==> src/inc/ctw_defs.svh <==
// Opcode, flag position and cycle-count constants for the test/transfer/wait decoder
`ifndef CTW_DEFS_SVH
`define CTW_DEFS_SVH
`define CTW_OP_TEST_DIR  8'h3d
`define CTW_OP_TEST_ACC  8'h4d
`define CTW_OP_TEST_IDX  8'h5d
`define CTW_OP_TEST_OFF  8'h6d
`define CTW_OP_TEST_PTR  8'h7d
`define CTW_OP_XFER      8'h9f
`define CTW_OP_WAIT      8'h8f
`define CTW_OP_STOP      8'h8e
`define CTW_CYC_TEST_DIR 4'h4
`define CTW_CYC_TEST_ACC 4'h3
`define CTW_CYC_TEST_IDX 4'h3
`define CTW_CYC_TEST_OFF 4'h5
`define CTW_CYC_TEST_PTR 4'h4
`define CTW_CYC_XFER     4'h2
`define CTW_CYC_WAIT     4'h2
`define CTW_CYC_STOP     4'h2
`define CTW_CYC_BRBIT    4'h5
`define CTW_CYC_DEFAULT  4'h2
`define CTW_FLAG_C       0
`define CTW_FLAG_Z       1
`define CTW_FLAG_N       2
`define CTW_FLAG_I       3
`define CTW_FLAG_H       4
`define CTW_FLAGS_RESET  8'he8
`endif

==> src/inc/ctw_pkg.sv <==
// Types shared by the test/transfer/wait decoder
package ctw_pkg;
    typedef enum logic [2:0] {
        AM_INHERENT  = 3'h0,
        AM_IMMEDIATE = 3'h1,
        AM_DIRECT    = 3'h2,
        AM_EXTENDED  = 3'h3,
        AM_IDX_LONG  = 3'h4,
        AM_IDX_SHORT = 3'h5,
        AM_IDX_PLAIN = 3'h6,
        AM_BITBRANCH = 3'h7
    } ctw_mode_e;

    typedef struct packed {
        ctw_mode_e  mode;
        logic [1:0] operand_bytes;
        logic [3:0] cycles;
        logic       is_test;
        logic       test_accum;
        logic       test_index;
        logic       is_transfer;
        logic       is_wait;
        logic       is_stop;
        logic [3:0] alu_op;
    } ctw_decode_s;

    typedef struct packed {
        logic [15:0] addr;
        logic        addr_valid;
        logic [7:0]  rel_offset;
        logic        rel_valid;
    } ctw_addr_s;
endpackage : ctw_pkg

==> src/rtl/ctw_decode_rom.sv <==
// Combinational opcode classifier for the test/transfer/wait decoder
`timescale 1ns/100ps
`include "ctw_defs.svh"
module ctw_decode_rom (
    // Opcode in
    input  wire logic [7:0]          opcode_i,
    // Decoded fields out
    output ctw_pkg::ctw_decode_s     dec_o
);
    always_comb begin
        dec_o               = '0;
        dec_o.mode          = ctw_pkg::AM_INHERENT;
        dec_o.cycles        = `CTW_CYC_DEFAULT;
        dec_o.alu_op        = opcode_i[3:0];
        case (opcode_i[7:4])
            4'ha: begin
                dec_o.mode          = ctw_pkg::AM_IMMEDIATE;
                dec_o.operand_bytes = 2'h1;
            end
            4'hb: begin
                dec_o.mode          = ctw_pkg::AM_DIRECT;
                dec_o.operand_bytes = 2'h1;
            end
            4'hc: begin
                dec_o.mode          = ctw_pkg::AM_EXTENDED;
                dec_o.operand_bytes = 2'h2;
            end
            4'hd: begin
                dec_o.mode          = ctw_pkg::AM_IDX_LONG;
                dec_o.operand_bytes = 2'h2;
            end
            4'he: begin
                dec_o.mode          = ctw_pkg::AM_IDX_SHORT;
                dec_o.operand_bytes = 2'h1;
            end
            4'hf: begin
                dec_o.mode          = ctw_pkg::AM_IDX_PLAIN;
                dec_o.operand_bytes = 2'h0;
            end
            4'h0: begin
                dec_o.mode          = ctw_pkg::AM_BITBRANCH;
                dec_o.operand_bytes = 2'h2;
                dec_o.cycles        = `CTW_CYC_BRBIT;
            end
            default: ;
        endcase
        case (opcode_i)
            `CTW_OP_TEST_DIR: begin
                dec_o.is_test       = 1'b1;
                dec_o.mode          = ctw_pkg::AM_DIRECT;
                dec_o.operand_bytes = 2'h1;
                dec_o.cycles        = `CTW_CYC_TEST_DIR;
            end
            `CTW_OP_TEST_ACC: begin
                dec_o.is_test       = 1'b1;
                dec_o.test_accum    = 1'b1;
                dec_o.cycles        = `CTW_CYC_TEST_ACC;
            end
            `CTW_OP_TEST_IDX: begin
                dec_o.is_test       = 1'b1;
                dec_o.test_index    = 1'b1;
                dec_o.cycles        = `CTW_CYC_TEST_IDX;
            end
            `CTW_OP_TEST_OFF: begin
                dec_o.is_test       = 1'b1;
                dec_o.mode          = ctw_pkg::AM_IDX_SHORT;
                dec_o.operand_bytes = 2'h1;
                dec_o.cycles        = `CTW_CYC_TEST_OFF;
            end
            `CTW_OP_TEST_PTR: begin
                dec_o.is_test       = 1'b1;
                dec_o.mode          = ctw_pkg::AM_IDX_PLAIN;
                dec_o.cycles        = `CTW_CYC_TEST_PTR;
            end
            `CTW_OP_XFER: begin
                dec_o.is_transfer   = 1'b1;
                dec_o.cycles        = `CTW_CYC_XFER;
            end
            `CTW_OP_WAIT: begin
                dec_o.is_wait       = 1'b1;
                dec_o.cycles        = `CTW_CYC_WAIT;
            end
            `CTW_OP_STOP: begin
                dec_o.is_stop       = 1'b1;
                dec_o.cycles        = `CTW_CYC_STOP;
            end
            default: ;
        endcase
    end
endmodule : ctw_decode_rom

==> src/rtl/ctw_decoder.sv <==
// Test/transfer/wait instruction decoder with operand fetch and flag update
//
// Functional notes
// - Test sets N, Z only; no writeback
// - Test opcodes 3D-7D with listed cycle counts
// - 9F copies index to accumulator, 2 cycles
// - 8F halts CPU clock, clears I
// - Long indexed: high then low, plus index
// - Extended: address high byte then low
// - Short indexed: one offset byte plus index
// - Plain indexed: index is address, no bytes
// - Bit branch: direct byte, then relative offset
// - 8E halts oscillator, clears I
`timescale 1ns/100ps
`include "ctw_defs.svh"
module ctw_decoder (
    // Clock and reset
    input  wire logic                 CLK_I,
    input  wire logic                 RST_I,
    input  wire logic                 CE_I,
    // Fetch stream
    input  wire logic                 FETCH_VALID_I,
    input  wire logic [7:0]           FETCH_BYTE_I,
    output logic                      FETCH_READY_O,
    // CPU register state
    input  wire logic [7:0]           INDEX_I,
    input  wire logic [7:0]           ACCUM_I,
    input  wire logic [7:0]           MEM_DATA_I,
    input  wire logic                 WAKE_I,
    // Decode results
    output ctw_pkg::ctw_decode_s      DEC_O,
    output ctw_pkg::ctw_addr_s        ADDR_O,
    output logic                      DONE_O,
    // State outputs
    output logic [7:0]                ACCUM_O,
    output logic                      ACCUM_WE_O,
    output logic [7:0]                FLAGS_O,
    output logic                      CPU_CLK_HALT_O,
    output logic                      OSC_HALT_O
);
    // ------------------------------------------------------------
    // State
    // ------------------------------------------------------------
    typedef enum logic [2:0] {
        ST_OPCODE = 3'b000,
        ST_BYTE1  = 3'b001,
        ST_BYTE2  = 3'b011,
        ST_EXEC   = 3'b010,
        ST_HALT   = 3'b110
    } ctw_state_e;

    ctw_state_e            state_q, state_d;
    ctw_pkg::ctw_decode_s  dec_q, dec_d, rom_dec;
    ctw_pkg::ctw_addr_s    addr_q, addr_d;
    logic [7:0]            hi_q, hi_d;
    logic [3:0]            cyc_q, cyc_d;
    logic [7:0]            flags_q, flags_d;
    logic [7:0]            accum_q, accum_d;
    logic                  we_q, we_d;
    logic                  done_q, done_d;
    logic                  chalt_q, chalt_d;
    logic                  ohalt_q, ohalt_d;
    logic [7:0]            test_val;

    ctw_decode_rom ctw_decode_rom_inst (
        .opcode_i (FETCH_BYTE_I),
        .dec_o    (rom_dec)
    );

    // Index plus unsigned offset; shared by both offset modes
    function automatic logic [15:0] idx_add(input logic [15:0] off, input logic [7:0] idx);
        idx_add = off + {8'h00, idx};
    endfunction : idx_add

    assign FETCH_READY_O = (state_q == ST_OPCODE) || (state_q == ST_BYTE1)
                         || (state_q == ST_BYTE2);

    // ------------------------------------------------------------
    // Next state
    // ------------------------------------------------------------
    always_comb begin
        state_d  = state_q;
        dec_d    = dec_q;
        addr_d   = addr_q;
        hi_d     = hi_q;
        cyc_d    = cyc_q;
        flags_d  = flags_q;
        accum_d  = accum_q;
        we_d     = 1'b0;
        done_d   = 1'b0;
        chalt_d  = chalt_q;
        ohalt_d  = ohalt_q;
        test_val = dec_q.test_accum ? ACCUM_I : (dec_q.test_index ? INDEX_I : MEM_DATA_I);
        case (state_q)
            ST_OPCODE: begin
                if (FETCH_VALID_I) begin
                    dec_d  = rom_dec;
                    addr_d = '0;
                    cyc_d  = rom_dec.cycles - 4'h1;
                    if (rom_dec.mode == ctw_pkg::AM_IDX_PLAIN) begin
                        addr_d.addr       = {8'h00, INDEX_I};
                        addr_d.addr_valid = 1'b1;
                    end
                    state_d = (rom_dec.operand_bytes != 2'h0) ? ST_BYTE1 : ST_EXEC;
                end
            end
            ST_BYTE1: begin
                if (FETCH_VALID_I) begin
                    cyc_d = (cyc_q != 4'h0) ? cyc_q - 4'h1 : 4'h0;
                    case (dec_q.mode)
                        ctw_pkg::AM_IDX_SHORT: begin
                            addr_d.addr       = idx_add({8'h00, FETCH_BYTE_I}, INDEX_I);
                            addr_d.addr_valid = 1'b1;
                            state_d           = ST_EXEC;
                        end
                        ctw_pkg::AM_DIRECT, ctw_pkg::AM_IMMEDIATE: begin
                            addr_d.addr       = {8'h00, FETCH_BYTE_I};
                            addr_d.addr_valid = 1'b1;
                            state_d           = ST_EXEC;
                        end
                        ctw_pkg::AM_BITBRANCH: begin
                            addr_d.addr       = {8'h00, FETCH_BYTE_I};
                            addr_d.addr_valid = 1'b1;
                            state_d           = ST_BYTE2;
                        end
                        default: begin
                            hi_d    = FETCH_BYTE_I;
                            state_d = ST_BYTE2;
                        end
                    endcase
                end
            end
            ST_BYTE2: begin
                if (FETCH_VALID_I) begin
                    cyc_d   = (cyc_q != 4'h0) ? cyc_q - 4'h1 : 4'h0;
                    state_d = ST_EXEC;
                    case (dec_q.mode)
                        ctw_pkg::AM_BITBRANCH: begin
                            addr_d.rel_offset = FETCH_BYTE_I;
                            addr_d.rel_valid  = 1'b1;
                        end
                        ctw_pkg::AM_IDX_LONG: begin
                            addr_d.addr       = idx_add({hi_q, FETCH_BYTE_I}, INDEX_I);
                            addr_d.addr_valid = 1'b1;
                        end
                        default: begin
                            addr_d.addr       = {hi_q, FETCH_BYTE_I};
                            addr_d.addr_valid = 1'b1;
                        end
                    endcase
                end
            end
            ST_EXEC: begin
                if (cyc_q > 4'h1) begin
                    cyc_d = cyc_q - 4'h1;
                end else begin
                    done_d  = 1'b1;
                    state_d = ST_OPCODE;
                    if (dec_q.is_test) begin
                        flags_d[`CTW_FLAG_N] = test_val[7];
                        flags_d[`CTW_FLAG_Z] = (test_val == 8'h00);
                    end
                    if (dec_q.is_transfer) begin
                        accum_d = INDEX_I;
                        we_d    = 1'b1;
                    end
                    if (dec_q.is_wait || dec_q.is_stop) begin
                        flags_d[`CTW_FLAG_I] = 1'b0;
                        chalt_d = dec_q.is_wait;
                        ohalt_d = dec_q.is_stop;
                        state_d = ST_HALT;
                    end
                end
            end
            ST_HALT: begin
                // Only an interrupt request (WAKE_I) or reset releases the core
                if (WAKE_I) begin
                    chalt_d = 1'b0;
                    ohalt_d = 1'b0;
                    state_d = ST_OPCODE;
                end
            end
            default: state_d = ST_OPCODE;
        endcase
    end

    // ------------------------------------------------------------
    // Registers
    // ------------------------------------------------------------
    always_ff @(posedge CLK_I) begin
        if (RST_I) begin
            state_q <= ST_OPCODE;
            dec_q   <= '0;
            addr_q  <= '0;
            hi_q    <= 8'h00;
            cyc_q   <= 4'h0;
            flags_q <= `CTW_FLAGS_RESET;
            accum_q <= 8'h00;
            we_q    <= 1'b0;
            done_q  <= 1'b0;
            chalt_q <= 1'b0;
            ohalt_q <= 1'b0;
        end else if (CE_I) begin
            state_q <= state_d;
            dec_q   <= dec_d;
            addr_q  <= addr_d;
            hi_q    <= hi_d;
            cyc_q   <= cyc_d;
            flags_q <= flags_d;
            accum_q <= accum_d;
            we_q    <= we_d;
            done_q  <= done_d;
            chalt_q <= chalt_d;
            ohalt_q <= ohalt_d;
        end
    end

    assign DEC_O          = dec_q;
    assign ADDR_O         = addr_q;
    assign DONE_O         = done_q;
    assign ACCUM_O        = accum_q;
    assign ACCUM_WE_O     = we_q;
    assign FLAGS_O        = flags_q;
    assign CPU_CLK_HALT_O = chalt_q;
    assign OSC_HALT_O     = ohalt_q;
endmodule : ctw_decoder

==> config.mk <==
export PLATFORM = sky130hd
export DESIGN_NAME = ctw_decoder
export DESIGN_NICKNAME = d
export VERILOG_FILES = /design/src/inc/ctw_pkg.sv /design/src/rtl/ctw_decode_rom.sv /design/src/rtl/ctw_decoder.sv
export VERILOG_INCLUDE_DIRS = /design/src /design/src/inc
export SDC_FILE = /design/constraint.sdc
export NUM_CORES = 1
export LEC_CHECK = 0
export BUFFER_PORTS_ARGS = -buffer_cell sky130_fd_sc_hd__buf_2
export CAP_MARGIN = 5
export CORE_MARGIN = 1.5
export CORE_UTILIZATION = 40
export CTS_BUF_LIST = sky130_fd_sc_hd__clkbuf_8
export DETAILED_ROUTE_END_ITERATION = 8
export SETUP_SLACK_MARGIN = 0.02
export SYNTH_ARGS = -nofsm -noshare
export SYNTH_HDL_FRONTEND = slang
export SYNTH_SLANG_ARGS = --single-unit
==> constraint.sdc <==
create_clock -name CLK_I -period 3.4 [get_ports CLK_I]
set_clock_uncertainty 0.15 [all_clocks]
set_input_delay 0.85 -clock CLK_I [delete_from_list [all_inputs] [get_ports CLK_I]]
set_output_delay 0.85 -clock CLK_I [all_outputs]
set_load 0.02 [all_outputs]
# After elaboration in Yosys (flattened, before gate mapping)
# Cells that the tools add are included.
dict set report totals {
  reg_bits 75
  latchBits 0
  ramBits 0
  rom_bits 0
  elab_cells 145
  n_memories 0
}
dict set report op_classes {
  add_sub_neg 4
  multipliers 0
  div 0
  magnitude_cmp 1
  eq_ne 35
  shift 0
  mux 48
  bitwise 2
  reduce_logical 31
}
# cell count
set op_table {}
lappend op_table {{$pmux 17 s2} 2}
lappend op_table {{$mux 26} 2}
lappend op_table {{$pmux 17 s3} 1}
lappend op_table {{$pmux 5 s7} 1}
lappend op_table {{$eq 8x7->1 const B} 4}
lappend op_table {{$eq 4x4->1 const B} 6}
lappend op_table {{$eq 8x8->1 const B} 3}
lappend op_table {{$mux 3} 7}
lappend op_table {{$mux 9} 2}
lappend op_table {{$pmux 9 s2} 1}
lappend op_table {{$mux 1} 17}
lappend op_table {{$mux 17} 1}
lappend op_table {{$add 16x8->16} 1}
lappend op_table {{$mux 4} 4}
lappend op_table {{$mux 8} 2}
lappend op_table {{$ne 2x2->1 const B} 8}
lappend op_table {{$reduce_and 4->1} 4}
lappend op_table {{$eq 3x3->1 const B} 5}
lappend op_table {{$pmux 3 s5} 1}
lappend op_table {{$reduce_and 5->1} 3}
lappend op_table {{$pmux 3 s4} 1}
lappend op_table {{$pmux 4 s3} 1}
lappend op_table {{$add 8x8->9} 1}
lappend op_table {{$eq 3x2->1 const B} 3}
lappend op_table {{24 further kinds} 40}

# Logic depth before layout (Yosys ltp)
dict set report depth {
  ltp_word 7
  depth_mapped 8
}

# Hierarchy
# Synthesis repeated with hierarchy kept, for this count alone.
dict set report unflattened {
  cells_unflattened 534
  area_unflattened_um2 4311.6
}
# mod n_inst cells_per_inst area_per_inst_um2
set modules_own_cells {}
lappend modules_own_cells {ctw_decoder 1 486 3997.6}
lappend modules_own_cells {ctw_decode_rom 1 48 314.1}

# Worst setup path after synthesis
# No wires, ideal clock.
dict set report synth_timing {
  kind {input-to-reg}
  from {input FETCH_BYTE_I[0]}
  to {register addr_q, in the netlist ADDR_O[24]}
  arrival_time_ps 2510
  required_time_ps 3133
  setup_slack_ps 623
  cell_stages 8
  path_buffers 0
  cell_sequence {ha_1 inv_1 fa_1 nand2b_1 a211oi_1 o21ai_0 xnor2_1 a22o_1}
}
dict set report synth_via {
  elab_chain_cells 4
}
# element line_no
set synth_rtl {}
lappend synth_rtl {{from (decl)} ctw_decoder.sv:23} ;# input wire logic [7:0] FETCH_BYTE_I,
lappend synth_rtl {{$add 16x8->16} ctw_decoder.sv:72} ;# idx_add = off + {8'h00, idx};
lappend synth_rtl {{$pmux 17 s2} ctw_decoder.sv:137} ;# case (dec_q.mode)
lappend synth_rtl {{$mux 26} ctw_decoder.sv:134} ;# if (FETCH_VALID_I) begin
lappend synth_rtl {{$pmux 17 s3} ctw_decoder.sv:94} ;# case (state_q)
lappend synth_rtl {{to (signal assigned)} ctw_decoder.sv:206} ;# addr_q <= addr_d;
lappend synth_rtl {{to (decl)} ctw_decoder.sv:54} ;# ctw_pkg::ctw_addr_s addr_q, addr_d;
# No other way between the ends. The select of a mux whose other input is x is not followed.
# A chain may end at the register's enable or synchronous reset.

# Final worst setup path
dict set report layout_timing {
  from {register state_q[1]}
  to {output FETCH_READY_O}
}
dict set report layout_via {
  elab_chain_cells 3
}
# element line_no
set layout_rtl {}
lappend layout_rtl {{from (decl)} ctw_decoder.sv:52} ;# ctw_state_e state_q, state_d;
lappend layout_rtl {{from (signal assigned)} ctw_decoder.sv:204} ;# state_q <= state_d;
lappend layout_rtl {{$eq 3x1->1 / $logic_not 3->1 (equally long branches)} ctw_decoder.sv:75} ;# assign FETCH_READY_O = (state_q == ST_OPCODE) || (state_q == ST_BYTE1)
lappend layout_rtl {{$logic_or 1x1->1} ctw_decoder.sv:75}
lappend layout_rtl {{$logic_or 1x1->1 *} ctw_decoder.sv:76} ;# || (state_q == ST_BYTE2);
lappend layout_rtl {{to (decl)} ctw_decoder.sv:24} ;# output logic FETCH_READY_O,
# Mark *: on every way between the ends. The rest lies on a longest branch, timed or not.

==> metrics.txt <==
status=complete, no violations; initial antenna violation count=0; reg2reg path depth=5; FP Rows=37; leading cell type in the layout, fill and taps excluded=buf_2; Syn Inst Count=528; Top delay family on crit path=flip-flops; Buf/Inv on CP=1; number of global-route vias before repair=4042; crit end category=primary output; Skew-Pair Late Insertion Delay=0.36 ns; MaxCap Viol Count=0; Placed Area=4780 sq um; clk sink count=74; Power Density=419 nW/um^2; Die ar.=11100 sq um; asr flop ratio synth=0; Most used DFF post-synth=dfxtp_1; Mapped Area=4190 sq um; final instance area=5010 sq um; RSZ-0062 raised after global routing=no; core area=10200 sq um; critical path depth=3; Final Hold Fails=0; clk buf depth=2; commonest cells after routing, fill and taps aside=96 x buf_2, 74 x dfxtp_1, 55 x nand2_1; routed length per placed instance=16.0 microns; WL final=12100 microns; DR pass1 iterations=5; die height=105 microns; drc violations=0; port bufs=96; Setup-failing EPs final=0; CP cell instances=nor2b_1 -> nor2_1 -> buf_2; IO Pins=103; CTS Root Cell=clkbuf_8; CP Max Fanout=20; CTS tree=built; Post-synth EDFFs=0; Fmax=339 MHz; drt initial violations=229; Avg Inst Size Synth=7.94 sq um; share of layout cells above drive strength 1=0.222; period utilization=0.869; type of origin of the critical path=flop; Syn-to-layout area delta=19.6%; first-pass GRT wire length=20200 microns; Crit Path Category=flop to primary output; ANT cells=0; PostCTS Resize Cnt=0; post-synthesis simple-gate area fraction=0.259; Yosys warning count=0; Core Util, Final=0.490; post-synthesis compound-gate area fraction=0.220; Post-Synth Adder-Cell Area=0.0406; Synth Register Bits=74; clock period minus worst slack=2.95 ns; CTS Buf Count=9; via count=4229; sequential share of the synthesized area=0.353; library cells used by synthesis=70; Worst EP required=2.40 ns; Synth Area in XOR/XNOR=0.0167; Max Slew Vio Count=0; Slew HR=0.488; top cells by area, synth=dfxtp_1 35%, a21oi_1 6.2%, nand2_1 4.9%, mux2i_1 4.8%, nor2_1 4.1%; nets=663; CP Data Arrival Time=1.95 ns; setup_tns=0 ns; area fraction of the dominant cell type after synthesis=0.353; biggest area consumer among synthesized cells=dfxtp_1; Reg clk slew, reported paths=0.09 ns; Routed Antenna Nets=0; worst stage delay on the critical path=0.73 ns; mux cell area share after synthesis=0.0531; pin count of the biggest net entering global routing=59; largest family of logic cells by synthesized area=simple AND/OR/NAND/NOR gates; Placer Congestion=0.929; Total GRT Usage=0.226; cts hold-fix bufs=0; Pwr Total=2.10 mW; Pleak=2.17 nW; hold depth=2; H-tree levels=3; worst slew pin tran=0.757 ns; vias per cell=5.61; Peak VDD IR=181 uV; total gr overflow=0; DPL Wire Length=8550 microns; Starting Density=0.410; CP max stage cell=dfxtp_1; worst hold path class=flop to flop; DIE WIDTH=105 microns; post-CTS setup buffer count=0
final timing paths:
| check | start | end | slack, ns |
|---|---|---|---|
| max reg2reg | state_q[1] | ADDR_O[12] | 0.82 |
| min reg2reg | FLAGS_O[3] | FLAGS_O[3] | 0.29 |
| max | state_q[1] | FETCH_READY_O | 0.45 |
| min | FLAGS_O[3] | FLAGS_O[3] | 0.29 |
through the flow:
step	hold slack [ns]	setup slack [ns]	std cells
3_3_place_gp	0.282	0.410	738
4_1_cts	0.299	0.449	754
5_1_grt	0.318	0.302	754
3_5_place_dp	0.285	0.359	738
6_report	0.295	0.446	754
2_1_floorplan	0.298	0.623	532
flip-flops by register name, summed over array words and instances (netlist names):
| signal | flops |
|---|---|
| ACCUM_O | 8 |
| ACCUM_WE_O | 1 |
| ADDR_O | 26 |
| CPU_CLK_HALT_O | 1 |
| DEC_O | 18 |
| DONE_O | 1 |
| FLAGS_O | 3 |
| OSC_HALT_O | 1 |
| cyc_q | 4 |
| hi_q | 8 |
| state_q | 3 |
kinds of logic after synthesis:
kind of cell | Yosys count
and+or+nand+nor | 214
xor gates and xnor gates | 8
adders and majority gates | 13
AOI/OAI and AO/OA | 142
DFF | 74
buffers and inverters | 53
other | 2
muxes | 22
layout make-up:
class | count | area (sq um)
well taps | 136 | 170
fillers | 1022 | 5220
multi-input cells | 405 | 2490
inverters | 13 | 48.8
clock inverters | 6 | 96.3
flip-flops and latches | 74 | 1480
clock buffers | 10 | 138
repair buffers | 110 | 586
metal layers:
metal | global-route usage | vias up | part of all wire
li1 | - | 2075 | -
met1 | 0.303 | 1969 | 0.47
met3 | 0.0359 | 17 | 0.064
met4 | 0.0793 | 0 | 0.016
met5 | 0 | - | 0
met2 | 0.366 | 168 | 0.45
Yosys cell counts (3+ instances only):
cell type and instances:
o21ai_0 29, buf_1 3, nor2_1 46, nand2b_1 5
a22oi_1 4, o211ai_1 8, ha_1 12, mux2i_1 20
nand3_1 30, nand4_1 7, a32oi_1 4, a221oi_1 7
nor2b_1 11, buf_4 6, a21oi_1 52, o22ai_1 3
nand3b_1 5, inv_1 13, and2_1 3, clkbuf_1 28
xnor2_1 7, nand2_1 55, nor4_1 8, dfxtp_1 74
a32o_1 3, or2_2 4, nor3b_1 3, a21o_1 3
o21a_1 3, nor3_1 17
report_power, final:
part	internal, mW	switching (mW)	total (mW)	leakage (nW)
sequential	0.888	0.0260	0.914	0.599
clock	0.444	0.376	0.820	0.115
combinational	0.136	0.232	0.369	1.46
worst reg2reg max path: stages, from the launching register on:
cell       delay [ns]
dfxtp_1          0.73
and4bb_2         0.35
a2111oi_4        0.53
mux2_2           0.40
a221oi_1         0.24
nor2_1           0.08
No activity file was read; power rests on OpenSTA's default activity.
